`src/hw/mbs_pkg.sv`:
```
// constants, types and helper functions for the modbus slave frame handler
package mbs_pkg;
   localparam int CLK_HZ = 125_000_000;          // mclk rate
   localparam int MS_PER_S = 1000;
   localparam int MS_CYCLES_DEF = CLK_HZ / MS_PER_S;
   localparam int CHAR_BITS = 11;                // start, 8 data, parity, stop
   localparam int BAUD_DEF = 9600;
   localparam int IDLE_TENTHS = 35;              // 3.5 characters, in tenths
   // least time, rounded up; 64-bit because the product passes 2^31
   localparam longint IDLE35_NUM = longint'(IDLE_TENTHS) * CHAR_BITS * CLK_HZ;
   localparam longint IDLE35_DEN = longint'(10) * BAUD_DEF;
   localparam int IDLE35_CYCLES_DEF = int'((IDLE35_NUM + IDLE35_DEN - 1) / IDLE35_DEN);
   // register selects
   localparam logic [2:0] SEL_TX_WAIT = 3'h0;
   localparam logic [2:0] SEL_PORT2 = 3'h1;      // ports 2..7 at 1..6
   localparam logic [2:0] SEL_ERR_CODE = 3'h7;
   localparam logic [2:0] PORT_BASE = 3'h2;
   localparam int NUM_PORTS = 6;
   // register values
   localparam logic [15:0] TX_WAIT_RST = 16'h0005;
   localparam logic [15:0] TX_WAIT_MIN = 16'h0001;
   localparam logic [15:0] TX_WAIT_MAX = 16'h1388;
   localparam logic [15:0] SLAVE_MIN = 16'h0001;
   localparam logic [15:0] SLAVE_MAX = 16'h00F7;
   localparam logic [7:0] SLAVE_BCAST = 8'h00;
   // error codes
   localparam logic [7:0] ERR_NONE = 8'h00;
   localparam logic [7:0] ERR_FUNC = 8'h01;
   localparam logic [7:0] ERR_ADDR = 8'h02;
   localparam logic [7:0] ERR_QTY = 8'h03;
   localparam logic [7:0] ERR_CHAR = 8'h11;
   localparam logic [7:0] ERR_LEN = 8'h12;
   localparam logic [7:0] ERR_BCC = 8'h13;
   localparam logic [7:0] EXC_FLAG = 8'h80;
   // function codes and limits
   localparam logic [7:0] FC_RD_COILS = 8'h01;
   localparam logic [7:0] FC_RD_HOLD = 8'h03;
   localparam logic [7:0] FC_RD_INREG = 8'h04;
   localparam logic [7:0] FC_WR_COIL = 8'h05;
   localparam logic [7:0] FC_WR_REG = 8'h06;
   localparam logic [7:0] FC_WR_COILS = 8'h0F;
   localparam logic [7:0] FC_WR_REGS = 8'h10;
   localparam logic [15:0] BITS_MAX = 16'h0080;
   localparam logic [15:0] WORDS_MAX = 16'h0040;
   localparam logic [15:0] COIL_ON = 16'hFF00;
   localparam logic [15:0] COIL_OFF = 16'h0000;
   localparam logic [16:0] ADDR_SPAN = 17'h0C350; // valid frame addresses below this
   // frame lengths in bytes, check code included except in the header length
   localparam logic [7:0] HDR_LEN = 8'h06;
   localparam logic [7:0] MIN_LEN_ASC = 8'h03;
   localparam logic [7:0] MIN_LEN_RTU = 8'h04;
   localparam logic [7:0] FIX_LEN_ASC = 8'h07;
   localparam logic [7:0] FIX_LEN_RTU = 8'h08;
   localparam logic [7:0] MULTI_EXTRA = 8'h02;    // byte count plus one data byte
   // characters and check codes
   localparam logic [7:0] CHR_COLON = 8'h3A;
   localparam logic [7:0] CHR_CR = 8'h0D;
   localparam logic [7:0] CHR_LF = 8'h0A;
   localparam logic [7:0] ASC_MASK = 8'h7F;
   localparam logic [15:0] CRC_INIT = 16'hFFFF;
   localparam logic [15:0] CRC_POLY = 16'hA001;
   localparam logic [3:0] TX_LEN_ASC = 4'hB;
   localparam logic [3:0] TX_LEN_RTU = 4'h5;

   typedef enum logic [0:0] {RX_HUNT = 1'b0, RX_BODY = 1'b1} mbs_rx_state_type;
   typedef enum logic [1:0] {TX_IDLE = 2'b00, TX_WAIT = 2'b01, TX_SEND = 2'b10} mbs_tx_state_type;

   // one byte through the reflected crc-16
   function automatic logic [15:0] mbs_crc_step(input logic [15:0] crc, input logic [7:0] b);
      logic [15:0] c;
      c = crc ^ {8'h00, b};
      for (int i = 0; i < 8; i++) begin
         c = c[0] ? ((c >> 1) ^ CRC_POLY) : (c >> 1);
      end
      return c;
   endfunction

   // ascii hex digit to nibble, bit 4 set when the character is a hex digit
   function automatic logic [4:0] mbs_hex_val(input logic [7:0] c);
      if (c >= 8'h30 && c <= 8'h39) return {1'b1, c[3:0]};
      if ((c >= 8'h41 && c <= 8'h46) || (c >= 8'h61 && c <= 8'h66)) return {1'b1, c[3:0] + 4'h9};
      return 5'h00;
   endfunction

   // nibble to upper-case ascii hex digit
   function automatic logic [7:0] mbs_hex_chr(input logic [3:0] n);
      return (n < 4'hA) ? {4'h3, n} : {4'h4, n - 4'h9};
   endfunction
endpackage

```
`src/hw/mbs_frame_handler.sv`:
```
// modbus slave frame handler: receive, check, exception reply, flags and registers
`timescale 1ns/1ps
module mbs_frame_handler
   import mbs_pkg::*;
#(
   parameter int MS_CYCLES = MS_CYCLES_DEF,
   parameter int IDLE35_CYCLES = IDLE35_CYCLES_DEF
) (
   input wire logic mclk,
   input wire logic rst_n,
   input wire logic ascii_mode,
   input wire logic [2:0] port_id,
   input wire logic [7:0] cfg_slave_number,
   input wire logic scan_end,
   input wire logic rx_valid,
   input wire logic [7:0] rx_data,
   output logic tx_valid,
   output logic [7:0] tx_data,
   input wire logic tx_ready,
   input wire logic wr_en,
   input wire logic [2:0] wr_sel,
   input wire logic [15:0] wr_data,
   input wire logic [2:0] rd_sel,
   output logic [15:0] rd_data,
   output logic comm_error_flag,
   output logic comm_done_flag,
   output logic [15:0] comm_error_code,
   output logic req_ok,
   output logic req_bcast,
   output logic [7:0] req_fn,
   output logic [15:0] req_addr,
   output logic [15:0] req_qty
);
   mbs_rx_state_type rx_state_ff;
   mbs_tx_state_type tx_state_ff;
   logic [7:0] hdr_ff [0:5];
   logic [7:0] nbytes_ff, sum_ff;
   logic [15:0] crc_ff;
   logic [3:0] nib_ff;
   logic half_ff, cr_seen_ff, end_ff, chr_err_ff;
   logic [31:0] gap_ff, ms_cnt_ff;
   logic [15:0] ms_left_ff, tx_wait_ff;
   logic [15:0] slv_ff [0:NUM_PORTS-1];
   logic [7:0] tx_buf_ff [0:10];
   logic [3:0] tx_idx_ff, tx_len_ff;
   logic [1:0] pend_ff, flag_ff;
   logic [15:0] code_ff, rd_ff;
   logic tx_valid_ff, ok_ff, bc_ff;
   logic [7:0] tx_data_ff, fn_ff;
   logic [15:0] addr_ff, qty_ff;
   logic [7:0] c, act_slave, ev_code, rx_byte, lrc;
   logic [4:0] hv;
   logic [2:0] pidx;
   logic [15:0] addr, qty, tx_crc;
   logic fixed_fn, multi_fn, bits_fn, len_short, chk_ok, mine, ev_done, ev_err, ev_reply;
   logic tx_last;
   logic [1:0] evt;

   // ascii characters carry 7 data bits
   assign c = ascii_mode ? (rx_data & ASC_MASK) : rx_data;
   assign hv = mbs_hex_val(c);
   assign rx_byte = {nib_ff, hv[3:0]};

   // active slave number: register when in range, else the static one
   assign pidx = port_id - PORT_BASE;
   assign act_slave = (slv_ff[pidx] >= SLAVE_MIN && slv_ff[pidx] <= SLAVE_MAX) ?
                      slv_ff[pidx][7:0] : cfg_slave_number;

   // receive framing; a colon restarts, a gap closes an rtu frame
   always_ff @(posedge mclk) begin
      end_ff <= 1'b0;
      chr_err_ff <= 1'b0;
      if (!rst_n) begin
         rx_state_ff <= RX_HUNT;
         nbytes_ff <= 8'h00;
         sum_ff <= 8'h00;
         crc_ff <= CRC_INIT;
         nib_ff <= 4'h0;
         half_ff <= 1'b0;
         cr_seen_ff <= 1'b0;
         gap_ff <= 32'h0000_0000;
         for (int i = 0; i < 6; i++) hdr_ff[i] <= 8'h00;
      end else if (ascii_mode) begin
         if (rx_valid && c == CHR_COLON) begin
            rx_state_ff <= RX_BODY;
            nbytes_ff <= 8'h00;
            sum_ff <= 8'h00;
            half_ff <= 1'b0;
            cr_seen_ff <= 1'b0;
         end else if (rx_valid && rx_state_ff == RX_BODY) begin
            if (c == CHR_CR && !cr_seen_ff) begin
               cr_seen_ff <= 1'b1;
            end else if (c == CHR_LF && cr_seen_ff) begin
               end_ff <= 1'b1;
               rx_state_ff <= RX_HUNT;
            end else if (hv[4] && !cr_seen_ff) begin
               half_ff <= !half_ff;
               if (!half_ff) begin
                  nib_ff <= hv[3:0];
               end else begin
                  if (nbytes_ff < HDR_LEN) hdr_ff[nbytes_ff[2:0]] <= rx_byte;
                  sum_ff <= sum_ff + rx_byte;
                  if (nbytes_ff != 8'hFF) nbytes_ff <= nbytes_ff + 8'h01;
               end
            end else begin
               chr_err_ff <= 1'b1;
               rx_state_ff <= RX_HUNT;
            end
         end
      end else begin
         if (rx_valid) begin
            gap_ff <= 32'h0000_0000;
            // a character before the line was idle long enough starts no frame
            if (rx_state_ff == RX_BODY || gap_ff >= 32'(IDLE35_CYCLES - 1)) begin
               rx_state_ff <= RX_BODY;
               if (rx_state_ff == RX_HUNT) begin
                  hdr_ff[0] <= c;
                  nbytes_ff <= 8'h01;
                  crc_ff <= mbs_crc_step(CRC_INIT, c);
               end else begin
                  if (nbytes_ff < HDR_LEN) hdr_ff[nbytes_ff[2:0]] <= c;
                  if (nbytes_ff != 8'hFF) nbytes_ff <= nbytes_ff + 8'h01;
                  crc_ff <= mbs_crc_step(crc_ff, c);
               end
            end
         end else begin
            if (gap_ff != 32'hFFFF_FFFF) gap_ff <= gap_ff + 32'h0000_0001;
            if (rx_state_ff == RX_BODY && gap_ff == 32'(IDLE35_CYCLES - 1)) begin
               end_ff <= 1'b1;
               rx_state_ff <= RX_HUNT;
            end
         end
      end
   end

   // frame evaluation, taken in the cycle after the frame closes
   assign addr = {hdr_ff[2], hdr_ff[3]};
   assign qty = {hdr_ff[4], hdr_ff[5]};
   assign fixed_fn = hdr_ff[1] >= FC_RD_COILS && hdr_ff[1] <= FC_WR_REG;
   assign multi_fn = hdr_ff[1] == FC_WR_COILS || hdr_ff[1] == FC_WR_REGS;
   assign bits_fn = hdr_ff[1] < FC_RD_HOLD || hdr_ff[1] == FC_WR_COILS;
   assign len_short = (nbytes_ff < (ascii_mode ? MIN_LEN_ASC : MIN_LEN_RTU)) ||
                      (ascii_mode && half_ff);
   assign chk_ok = ascii_mode ? (sum_ff == 8'h00) : (crc_ff == 16'h0000);
   assign mine = hdr_ff[0] == act_slave || hdr_ff[0] == SLAVE_BCAST;

   always_comb begin
      ev_code = ERR_NONE;
      if (chr_err_ff) begin
         ev_code = ERR_CHAR;
      end else if (len_short) begin
         ev_code = ERR_LEN;
      end else if (!chk_ok) begin
         ev_code = ERR_BCC;
      end else if (!fixed_fn && !multi_fn) begin
         ev_code = ERR_FUNC;
      end else if (fixed_fn ? nbytes_ff != (ascii_mode ? FIX_LEN_ASC : FIX_LEN_RTU) :
                  nbytes_ff < (ascii_mode ? FIX_LEN_ASC : FIX_LEN_RTU) + MULTI_EXTRA) begin
         ev_code = ERR_LEN;
      end else if (hdr_ff[1] == FC_WR_COIL ? (qty != COIL_ON && qty != COIL_OFF) :
                  (hdr_ff[1] != FC_WR_REG &&
                  (qty == 16'h0000 || qty > (bits_fn ? BITS_MAX : WORDS_MAX)))) begin
         ev_code = ERR_QTY;
      end else if ({1'b0, addr} >= ADDR_SPAN || (hdr_ff[1] != FC_WR_COIL &&
                  hdr_ff[1] != FC_WR_REG && {1'b0, addr} + {1'b0, qty} > ADDR_SPAN)) begin
         ev_code = ERR_ADDR;
      end
   end

   // framing errors are reported even when the slave cannot be trusted
   assign ev_err = chr_err_ff || (end_ff && (ev_code >= ERR_CHAR || (mine && ev_code != ERR_NONE)));
   assign ev_reply = end_ff && mine && ev_code != ERR_NONE && ev_code < ERR_CHAR &&
                     hdr_ff[0] != SLAVE_BCAST && tx_state_ff == TX_IDLE;
   assign ev_done = ev_err && !ev_reply || (end_ff && mine && ev_code == ERR_NONE) || tx_last;
   assign evt = {ev_done, ev_err};

   // events ride a pending bit to the next scan, then show for one whole scan
   generate
      for (genvar g = 0; g < 2; g++) begin : g_flag
         always_ff @(posedge mclk) begin
            if (!rst_n) begin
               pend_ff[g] <= 1'b0;
               flag_ff[g] <= 1'b0;
            end else if (scan_end) begin
               flag_ff[g] <= pend_ff[g] | evt[g];
               pend_ff[g] <= 1'b0;
            end else if (evt[g]) begin
               pend_ff[g] <= 1'b1;
            end
         end
      end
   endgenerate

   // error code is stored in the cycle after the error, with the pending bit, not at the scan that shows the flags
   always_ff @(posedge mclk) begin
      if (!rst_n) code_ff <= 16'h0000;
      else if (ev_err) code_ff <= {8'h00, ev_code};
   end

   // accepted requests go to the application
   always_ff @(posedge mclk) begin
      if (!rst_n) begin
         ok_ff <= 1'b0;
         bc_ff <= 1'b0;
         fn_ff <= 8'h00;
         addr_ff <= 16'h0000;
         qty_ff <= 16'h0000;
      end else begin
         ok_ff <= end_ff && mine && ev_code == ERR_NONE;
         if (end_ff && mine && ev_code == ERR_NONE) begin
            bc_ff <= hdr_ff[0] == SLAVE_BCAST;
            fn_ff <= hdr_ff[1];
            addr_ff <= addr;
            qty_ff <= qty;
         end
      end
   end

   // software registers; slave numbers have no reset so they survive it
   always_ff @(posedge mclk) begin
      if (!rst_n) tx_wait_ff <= TX_WAIT_RST;
      else if (wr_en && wr_sel == SEL_TX_WAIT) tx_wait_ff <= wr_data;
   end
   always_ff @(posedge mclk) begin
      if (wr_en && wr_sel >= SEL_PORT2 && wr_sel != SEL_ERR_CODE)
         slv_ff[wr_sel - SEL_PORT2] <= wr_data;
   end
   always_ff @(posedge mclk) begin
      if (!rst_n) rd_ff <= 16'h0000;
      else if (rd_sel == SEL_TX_WAIT) rd_ff <= tx_wait_ff;
      else if (rd_sel == SEL_ERR_CODE) rd_ff <= code_ff;
      else rd_ff <= slv_ff[rd_sel - SEL_PORT2];
   end

   // exception reply contents and check codes
   assign lrc = 8'h00 - (hdr_ff[0] + (hdr_ff[1] | EXC_FLAG) + ev_code);
   assign tx_crc = mbs_crc_step(mbs_crc_step(mbs_crc_step(CRC_INIT, hdr_ff[0]),
                   hdr_ff[1] | EXC_FLAG), ev_code);
   assign tx_last = tx_state_ff == TX_SEND && tx_ready && tx_valid_ff && tx_idx_ff == tx_len_ff - 4'h1;

   // transmit: wait time first, then characters under tx_ready
   always_ff @(posedge mclk) begin
      if (!rst_n) begin
         tx_state_ff <= TX_IDLE;
         tx_idx_ff <= 4'h0;
         tx_len_ff <= 4'h0;
         ms_cnt_ff <= 32'h0000_0000;
         ms_left_ff <= 16'h0000;
         tx_valid_ff <= 1'b0;
         tx_data_ff <= 8'h00;
         for (int i = 0; i < 11; i++) tx_buf_ff[i] <= 8'h00;
      end else begin
         case (tx_state_ff)
            TX_IDLE: begin
               if (ev_reply) begin
                  tx_state_ff <= TX_WAIT;
                  tx_idx_ff <= 4'h0;
                  ms_cnt_ff <= 32'h0000_0000;
                  // out-of-range wait values are clamped to the valid span
                  ms_left_ff <= tx_wait_ff < TX_WAIT_MIN ? TX_WAIT_MIN :
                                tx_wait_ff > TX_WAIT_MAX ? TX_WAIT_MAX : tx_wait_ff;
                  if (ascii_mode) begin
                     tx_len_ff <= TX_LEN_ASC;
                     tx_buf_ff[0] <= CHR_COLON;
                     tx_buf_ff[1] <= mbs_hex_chr(hdr_ff[0][7:4]);
                     tx_buf_ff[2] <= mbs_hex_chr(hdr_ff[0][3:0]);
                     tx_buf_ff[3] <= mbs_hex_chr(hdr_ff[1][7:4] | EXC_FLAG[7:4]);
                     tx_buf_ff[4] <= mbs_hex_chr(hdr_ff[1][3:0]);
                     tx_buf_ff[5] <= mbs_hex_chr(ev_code[7:4]);
                     tx_buf_ff[6] <= mbs_hex_chr(ev_code[3:0]);
                     tx_buf_ff[7] <= mbs_hex_chr(lrc[7:4]);
                     tx_buf_ff[8] <= mbs_hex_chr(lrc[3:0]);
                     tx_buf_ff[9] <= CHR_CR;
                     tx_buf_ff[10] <= CHR_LF;
                  end else begin
                     tx_len_ff <= TX_LEN_RTU;
                     tx_buf_ff[0] <= hdr_ff[0];
                     tx_buf_ff[1] <= hdr_ff[1] | EXC_FLAG;
                     tx_buf_ff[2] <= ev_code;
                     tx_buf_ff[3] <= tx_crc[7:0];
                     tx_buf_ff[4] <= tx_crc[15:8];
                  end
               end
            end
            TX_WAIT: begin
               if (ms_cnt_ff == 32'(MS_CYCLES - 1)) begin
                  ms_cnt_ff <= 32'h0000_0000;
                  ms_left_ff <= ms_left_ff - 16'h0001;
                  if (ms_left_ff == 16'h0001) begin
                     tx_state_ff <= TX_SEND;
                     tx_valid_ff <= 1'b1;
                     tx_data_ff <= tx_buf_ff[0];
                  end
               end else begin
                  ms_cnt_ff <= ms_cnt_ff + 32'h0000_0001;
               end
            end
            TX_SEND: begin
               if (tx_ready) begin
                  if (tx_last) begin
                     tx_state_ff <= TX_IDLE;
                     tx_valid_ff <= 1'b0;
                  end else begin
                     tx_idx_ff <= tx_idx_ff + 4'h1;
                     tx_data_ff <= tx_buf_ff[tx_idx_ff + 4'h1];
                  end
               end
            end
            default: tx_state_ff <= TX_IDLE;
         endcase
      end
   end

   assign tx_valid = tx_valid_ff;
   assign tx_data = tx_data_ff;
   assign rd_data = rd_ff;
   assign comm_error_flag = flag_ff[0];
   assign comm_done_flag = flag_ff[1];
   assign comm_error_code = code_ff;
   assign req_ok = ok_ff;
   assign req_bcast = bc_ff;
   assign req_fn = fn_ff;
   assign req_addr = addr_ff;
   assign req_qty = qty_ff;

   // checks on the design's own outputs and internal state
   err_code_a: assert property (
      @(posedge mclk) disable iff (!rst_n) ev_err |=> comm_error_code == {8'h00, $past(ev_code)})
      else $error("error code not stored with the error");
   err_scan_a: assert property (
      @(posedge mclk) disable iff (!rst_n) scan_end && (ev_err || pend_ff[0]) |=> comm_error_flag)
      else $error("error flag missed the next scan");
   done_scan_a: assert property (
      @(posedge mclk) disable iff (!rst_n)
      comm_done_flag && scan_end && !pend_ff[1] && !evt[1] |=> !comm_done_flag)
      else $error("completion flag held past one scan");
   done_err_a: assert property (
      @(posedge mclk) disable iff (!rst_n)
      ev_err && !ev_reply |=> pend_ff[1] || comm_done_flag)
      else $error("error without completion");
   colon_reset_a: assert property (
      @(posedge mclk) disable iff (!rst_n)
      ascii_mode && rx_valid && c == CHR_COLON |=> nbytes_ff == 8'h00 && rx_state_ff == RX_BODY)
      else $error("colon did not restart the frame");
   bcast_quiet_a: assert property (
      @(posedge mclk) disable iff (!rst_n)
      end_ff && hdr_ff[0] == SLAVE_BCAST && tx_state_ff == TX_IDLE |=> tx_state_ff == TX_IDLE)
      else $error("reply started for broadcast");
   wait_hold_a: assert property (
      @(posedge mclk) disable iff (!rst_n) tx_state_ff == TX_WAIT && ms_left_ff > 16'h0001 |-> !tx_valid)
      else $error("sent before the wait time elapsed");
   exc_fn_a: assert property (
      @(posedge mclk) disable iff (!rst_n) tx_valid && !ascii_mode && tx_idx_ff == 4'h1 |-> tx_data[7])
      else $error("exception function code lacks 80h");
   slave_fall_a: assert property (
      @(posedge mclk) disable iff (!rst_n) slv_ff[pidx] > SLAVE_MAX |-> act_slave == cfg_slave_number)
      else $error("out of range slave register used");
   slave_now_a: assert property (
      @(posedge mclk) disable iff (!rst_n)
      wr_en && wr_sel == pidx + SEL_PORT2 && wr_data >= SLAVE_MIN && wr_data <= SLAVE_MAX
      ##1 $stable(port_id) |-> act_slave == $past(wr_data[7:0]))
      else $error("new slave number not applied at once");
   rtu_gap_a: assert property (
      @(posedge mclk) disable iff (!rst_n) !ascii_mode && rx_state_ff == RX_HUNT && rx_valid &&
      gap_ff < 32'(IDLE35_CYCLES - 1) |=> rx_state_ff == RX_HUNT)
      else $error("rtu frame started without idle gap");
endmodule

```
`config.mk`:
```
export PLATFORM = sky130hd
export DESIGN_NAME = mbs_frame_handler
export DESIGN_NICKNAME = d
export VERILOG_FILES = /design/src/hw/mbs_pkg.sv /design/src/hw/mbs_frame_handler.sv
export SDC_FILE = /design/constraint.sdc
export NUM_CORES = 1
export LEC_CHECK = 0
export BUFFER_PORTS_ARGS = -buffer_cell sky130_fd_sc_hd__buf_4
export CORE_AREA = 2 2 317 256
export CTS_CLUSTER_DIAMETER = 200
export DETAILED_ROUTE_END_ITERATION = 16
export DIE_AREA = 0 0 319 258
export HOLD_SLACK_MARGIN = 0.06
export PLACE_DENSITY = 0.53
export SYNTH_ARGS = -nofsm -noshare
export SYNTH_HDL_FRONTEND = slang
export SYNTH_SLANG_ARGS = --single-unit
```
`constraint.sdc`:
```
create_clock -name mclk -period 7.3 [get_ports mclk]
set_input_delay 0.73 -clock mclk [delete_from_list [all_inputs] [get_ports mclk]]
set_output_delay 0.73 -clock mclk [all_outputs]
set_load 0.01 [all_outputs]
```
==> summary.txt <==
Global routing
  • Largest net degree at the start of global routing: 94
  • Initial antenna violation count: 2
  • Global-route wire length before repair: 105000 µm
  • Vias in the first global route: 18200
  • Total track usage: about 16%
  • Total gr overflow: 0

Status
  • Outcome: finished clean

Routing
  • WL/cell: 18.8 µm
  • Final wirelength: 67500 µm
  • # DRC: 0
  • Pre-antenna DRT Iters: 7
  • Total number of vias: 18900
  • Drt first-iter violations: 1502
  • Vias per inst: 5.26
  • DRT antenna net count: 0

Timing
  • Worst slew pin tran: 1.25 ns
  • Maximum clock frequency: between 150 and 200 MHz
  • Final hold vios: 0
  • Slew Limit Fails: 0
  • Final worst path period need: around 6.3 ns
  • Setup TNS: 0 ns
  • Worst Hold Margin: roughly 0.37 ns
  • Final Setup Violations: 0
  • RSZ-0062 raised after global routing: no
  • Fin Clk Skew: between 0.015 and 0.02 ns
  • Slew HR: between 10% and 20%
  • Final period util: between 80 and 90%

Logic synthesis
  • Ys async rst share: 0%
  • Yosys reg bits: between 400 and 500
  • Sequential fraction of the synthesis area: between 40% and 50%
  • Post-synthesis cell area: roughly 24000 µm²
  • Synthesized instance count: about 2400
  • Main synth FF type: dfxtp_1
  • Warnings, synthesis: 0
  • Unique masters post-synth: 95
  • Post-synth EDFFs: 200
  • Avg Cell Area, Syn: between 9 and 10 µm²

Clock network
  • Clock Path Buffers: 3
  • Clock transition at path regs: 0.06 ns
  • Hold buffers post-CTS: 0
  • Root buffer cell: clkbuf_16
  • CTS sink count: about 420
  • Number of H-tree levels: 2
  • # resized after CTS: 0
  • CTS buffer count: 50
  • Worst-Skew Late Latency: around 0.60 ns
  • Post-CTS Setup Bufs: 0
  • TritonCTS clock tree: yes

Power
  • Peak VDD IR: 166 µV
  • Pwr dens: about 220 nW/µm²
  • Leakage: roughly 10 nW

Worst setup path
  • R2R depth: 26
  • Critical-path top delay cell: a211oi_1
  • Crit Reg-Reg Startpoint: hdr_ff[5][0]
  • Reg-to-reg endpoint: tx_buf_ff[7][1]
  • CP arrival: slightly below 7 ns
  • Worst Path Required: just under 8 ns
  • CP delay by family, top: compound AO/OA/AOI/OAI gates
  • CP Capture Type: flip-flop
  • Worst setup SP type: flip-flop
  • Slowest cell delay on critical path: 0.50 ns
  • Kind of critical path: flip-flop to flip-flop
  • CP bufs+invs: 4
  • Internal reg-to-reg setup slack: ~0.96 ns
  • Crit Path Max Fanout: 5

Worst hold path
  • Hold depth: 1
  • Hold path endpoint: slv_ff[5][7]
  • Hold wc startpoint: wr_data[7]
  • Worst min-delay path class: primary input to flip-flop

Placed design
  • Post-DP HPWL: ~49000 µm
  • Routability Congestion: between 0.8 and 0.9
  • PortBufs: ~120

Cells and area
  • Nets: around 2700
  • Area of the multi-input gates: 12300 µm²
  • Share of layout cells above drive strength 1: between 10% and 20%
  • Layout filler cell count: 8072
  • Area grow syn2layout: 15.4%
  • FF/Latch Area: ~10000 µm²
  • Final core occ: between 30 and 40%

Die
  • Cell Rows: 93
  • Core box area: roughly 80000 µm²
  • Initial core utilization: between 20% and 30%
  • Die Area: ~82000 µm²
  • I/O pin cnt: between 100 and 150
  • DIE WIDTH: 319 µm
  • Die height: around 260 µm

Job
  • Max-cap viol count: 0
synth_stat cells, types with 11 or more instances:
library cell / count / area (µm²)
mux4_2: 24 / 541
a31oi_1: 29 / 181
nor4_1: 28 / 175
or2_2: 12 / 75.1
buf_2: 12 / 60.1
or3_1: 24 / 150
xor2_1: 62 / 543
and3_1: 34 / 213
a21o_1: 18 / 135
nand2_1: 207 / 777
xnor2_1: 76 / 666
and2_1: 18 / 113
inv_1: 101 / 379
o221ai_1: 13 / 114
ha_1: 109 / 1360
buf_4: 18 / 135
o21ai_0: 128 / 641
nand4_1: 37 / 231
o211a_1: 13 / 130
or3b_2: 20 / 175
mux2i_1: 72 / 721
nor2b_1: 82 / 513
and3b_1: 11 / 96.3
a211oi_1: 23 / 173
dfxtp_1: 221 / 4420
nand2b_1: 18 / 113
a21oi_1: 101 / 505
nand3_1: 73 / 365
nor2_1: 222 / 833
o211ai_1: 33 / 248
a22oi_1: 32 / 240
clkbuf_1: 105 / 394
o21a_1: 14 / 105
edfxtp_1: 200 / 6010
nor3_1: 48 / 240
a21boi_0: 28 / 210
area by class of cell:
type | instances | area share (%)
Timing Repair Buffer | 142 | 3.93
Clock inverter | 31 | 1.42
Sequential cell | 421 | 38.3
Tap cell | 1045 | 4.80
Clock buffer | 63 | 5.11
Inverter | 101 | 1.39
Antenna cell | 1 | 0.00918
Multi-Input combinational cell | 1788 | 45.1
power breakdown:
group / internal (mW) / switching [mW]
clock: 1.64 / 1.04
sequential: 2.53 / 0.0466
combinational: 0.263 / 0.381
worst max-delay path by stage:
stage / start / to / slack (ns) / cells after the start
2_1_floorplan: ascii_mode / tx_buf_ff[7][1] / 1.42 / 27
3_3_place_gp: hdr_ff[5][0] / tx_buf_ff[7][1] / 1.21 / 26
3_5_place_dp: hdr_ff[3][0] / tx_buf_ff[7][1] / 0.98 / 26
4_1_cts: hdr_ff[5][0] / tx_buf_ff[7][1] / 0.96 / 26
5_1_grt: hdr_ff[5][0] / tx_buf_ff[7][1] / 0.47 / 26
6_report: hdr_ff[5][0] / tx_buf_ff[7][1] / 0.96 / 26
logic make-up after synthesis:
kind of cell | Yosys count | synth area share, %
simple gates | 879 | 18.8
compound gates | 533 | 15.3
flops | 421 | 44.2
buf+inv | 240 | 4.17
xor+xnor | 142 | 5.50
fa+ha+maj | 114 | 6.20
mux | 106 | 5.84
other cells | 1 | 0.0159
per-layer routing:
metal	up-vias	track usage, %	wire length, µm
met5	-	0	10
met4	2	4.49	1670
met2	549	24.9	30200
met1	9223	22.5	31600
met3	114	2.70	4080
li1	9003	-	-
registers in the layout, indices dropped and copies added (netlist names), 2 cells and up:
register	flops
comm_error_code	3
crc_ff	16
gap_ff	32
hdr_ff	48
ms_cnt_ff	32
ms_left_ff	16
nbytes_ff	8
nib_ff	4
pend_ff	2
rd_data	16
req_addr	16
req_fn	8
req_qty	16
slv_ff	96
sum_ff	8
tx_buf_ff	57
tx_data	8
tx_idx_ff	4
tx_len_ff	3
tx_state_ff	2
tx_wait_ff	16
per-stage QoR:
stage	std cells	power (mW)	instance area (µm²)	setup slack (ns)
final	3592	5.90	27200	0.963
after global placement	3497	3.25	25500	1.21
after global routing	3591	6.13	27200	0.467
after detailed placement	3497	3.26	25500	0.981
after floorplan	2449	3.06	23700	1.42
after CTS	3591	5.96	27200	0.959
placed cells by master (no fill, tap or decap), types with 9 or more instances in the layout:
cell type,synthesis,final
nor3_1,48,48
o221ai_1,13,13
clkbuf_16,0,52
a21oi_1,101,101
nand3_1,73,73
o31ai_1,9,9
o211ai_1,33,33
a22oi_1,32,32
dfxtp_1,221,221
ha_1,109,109
xor2_1,62,62
mux4_2,24,24
edfxtp_1,200,200
or2_2,12,12
conb_1,1,14
nand2_1,207,207
or3b_2,20,20
a21o_1,18,18
and2_1,18,18
nand4_1,37,37
xnor2_1,76,75
nor2_1,222,222
and3_1,34,34
nor4_1,28,27
and3b_1,11,11
o211a_1,13,13
a21boi_0,28,28
or4_1,10,10
clkinv_2,0,12
o21ai_0,128,127
buf_4,18,141
nand2b_1,18,18
or3_1,24,24
inv_1,101,101
nor2b_1,82,82
mux2i_1,72,72
a211oi_1,23,22
a31oi_1,29,29
o21a_1,14,14
Note: power is estimated with default switching activity, not from simulation.
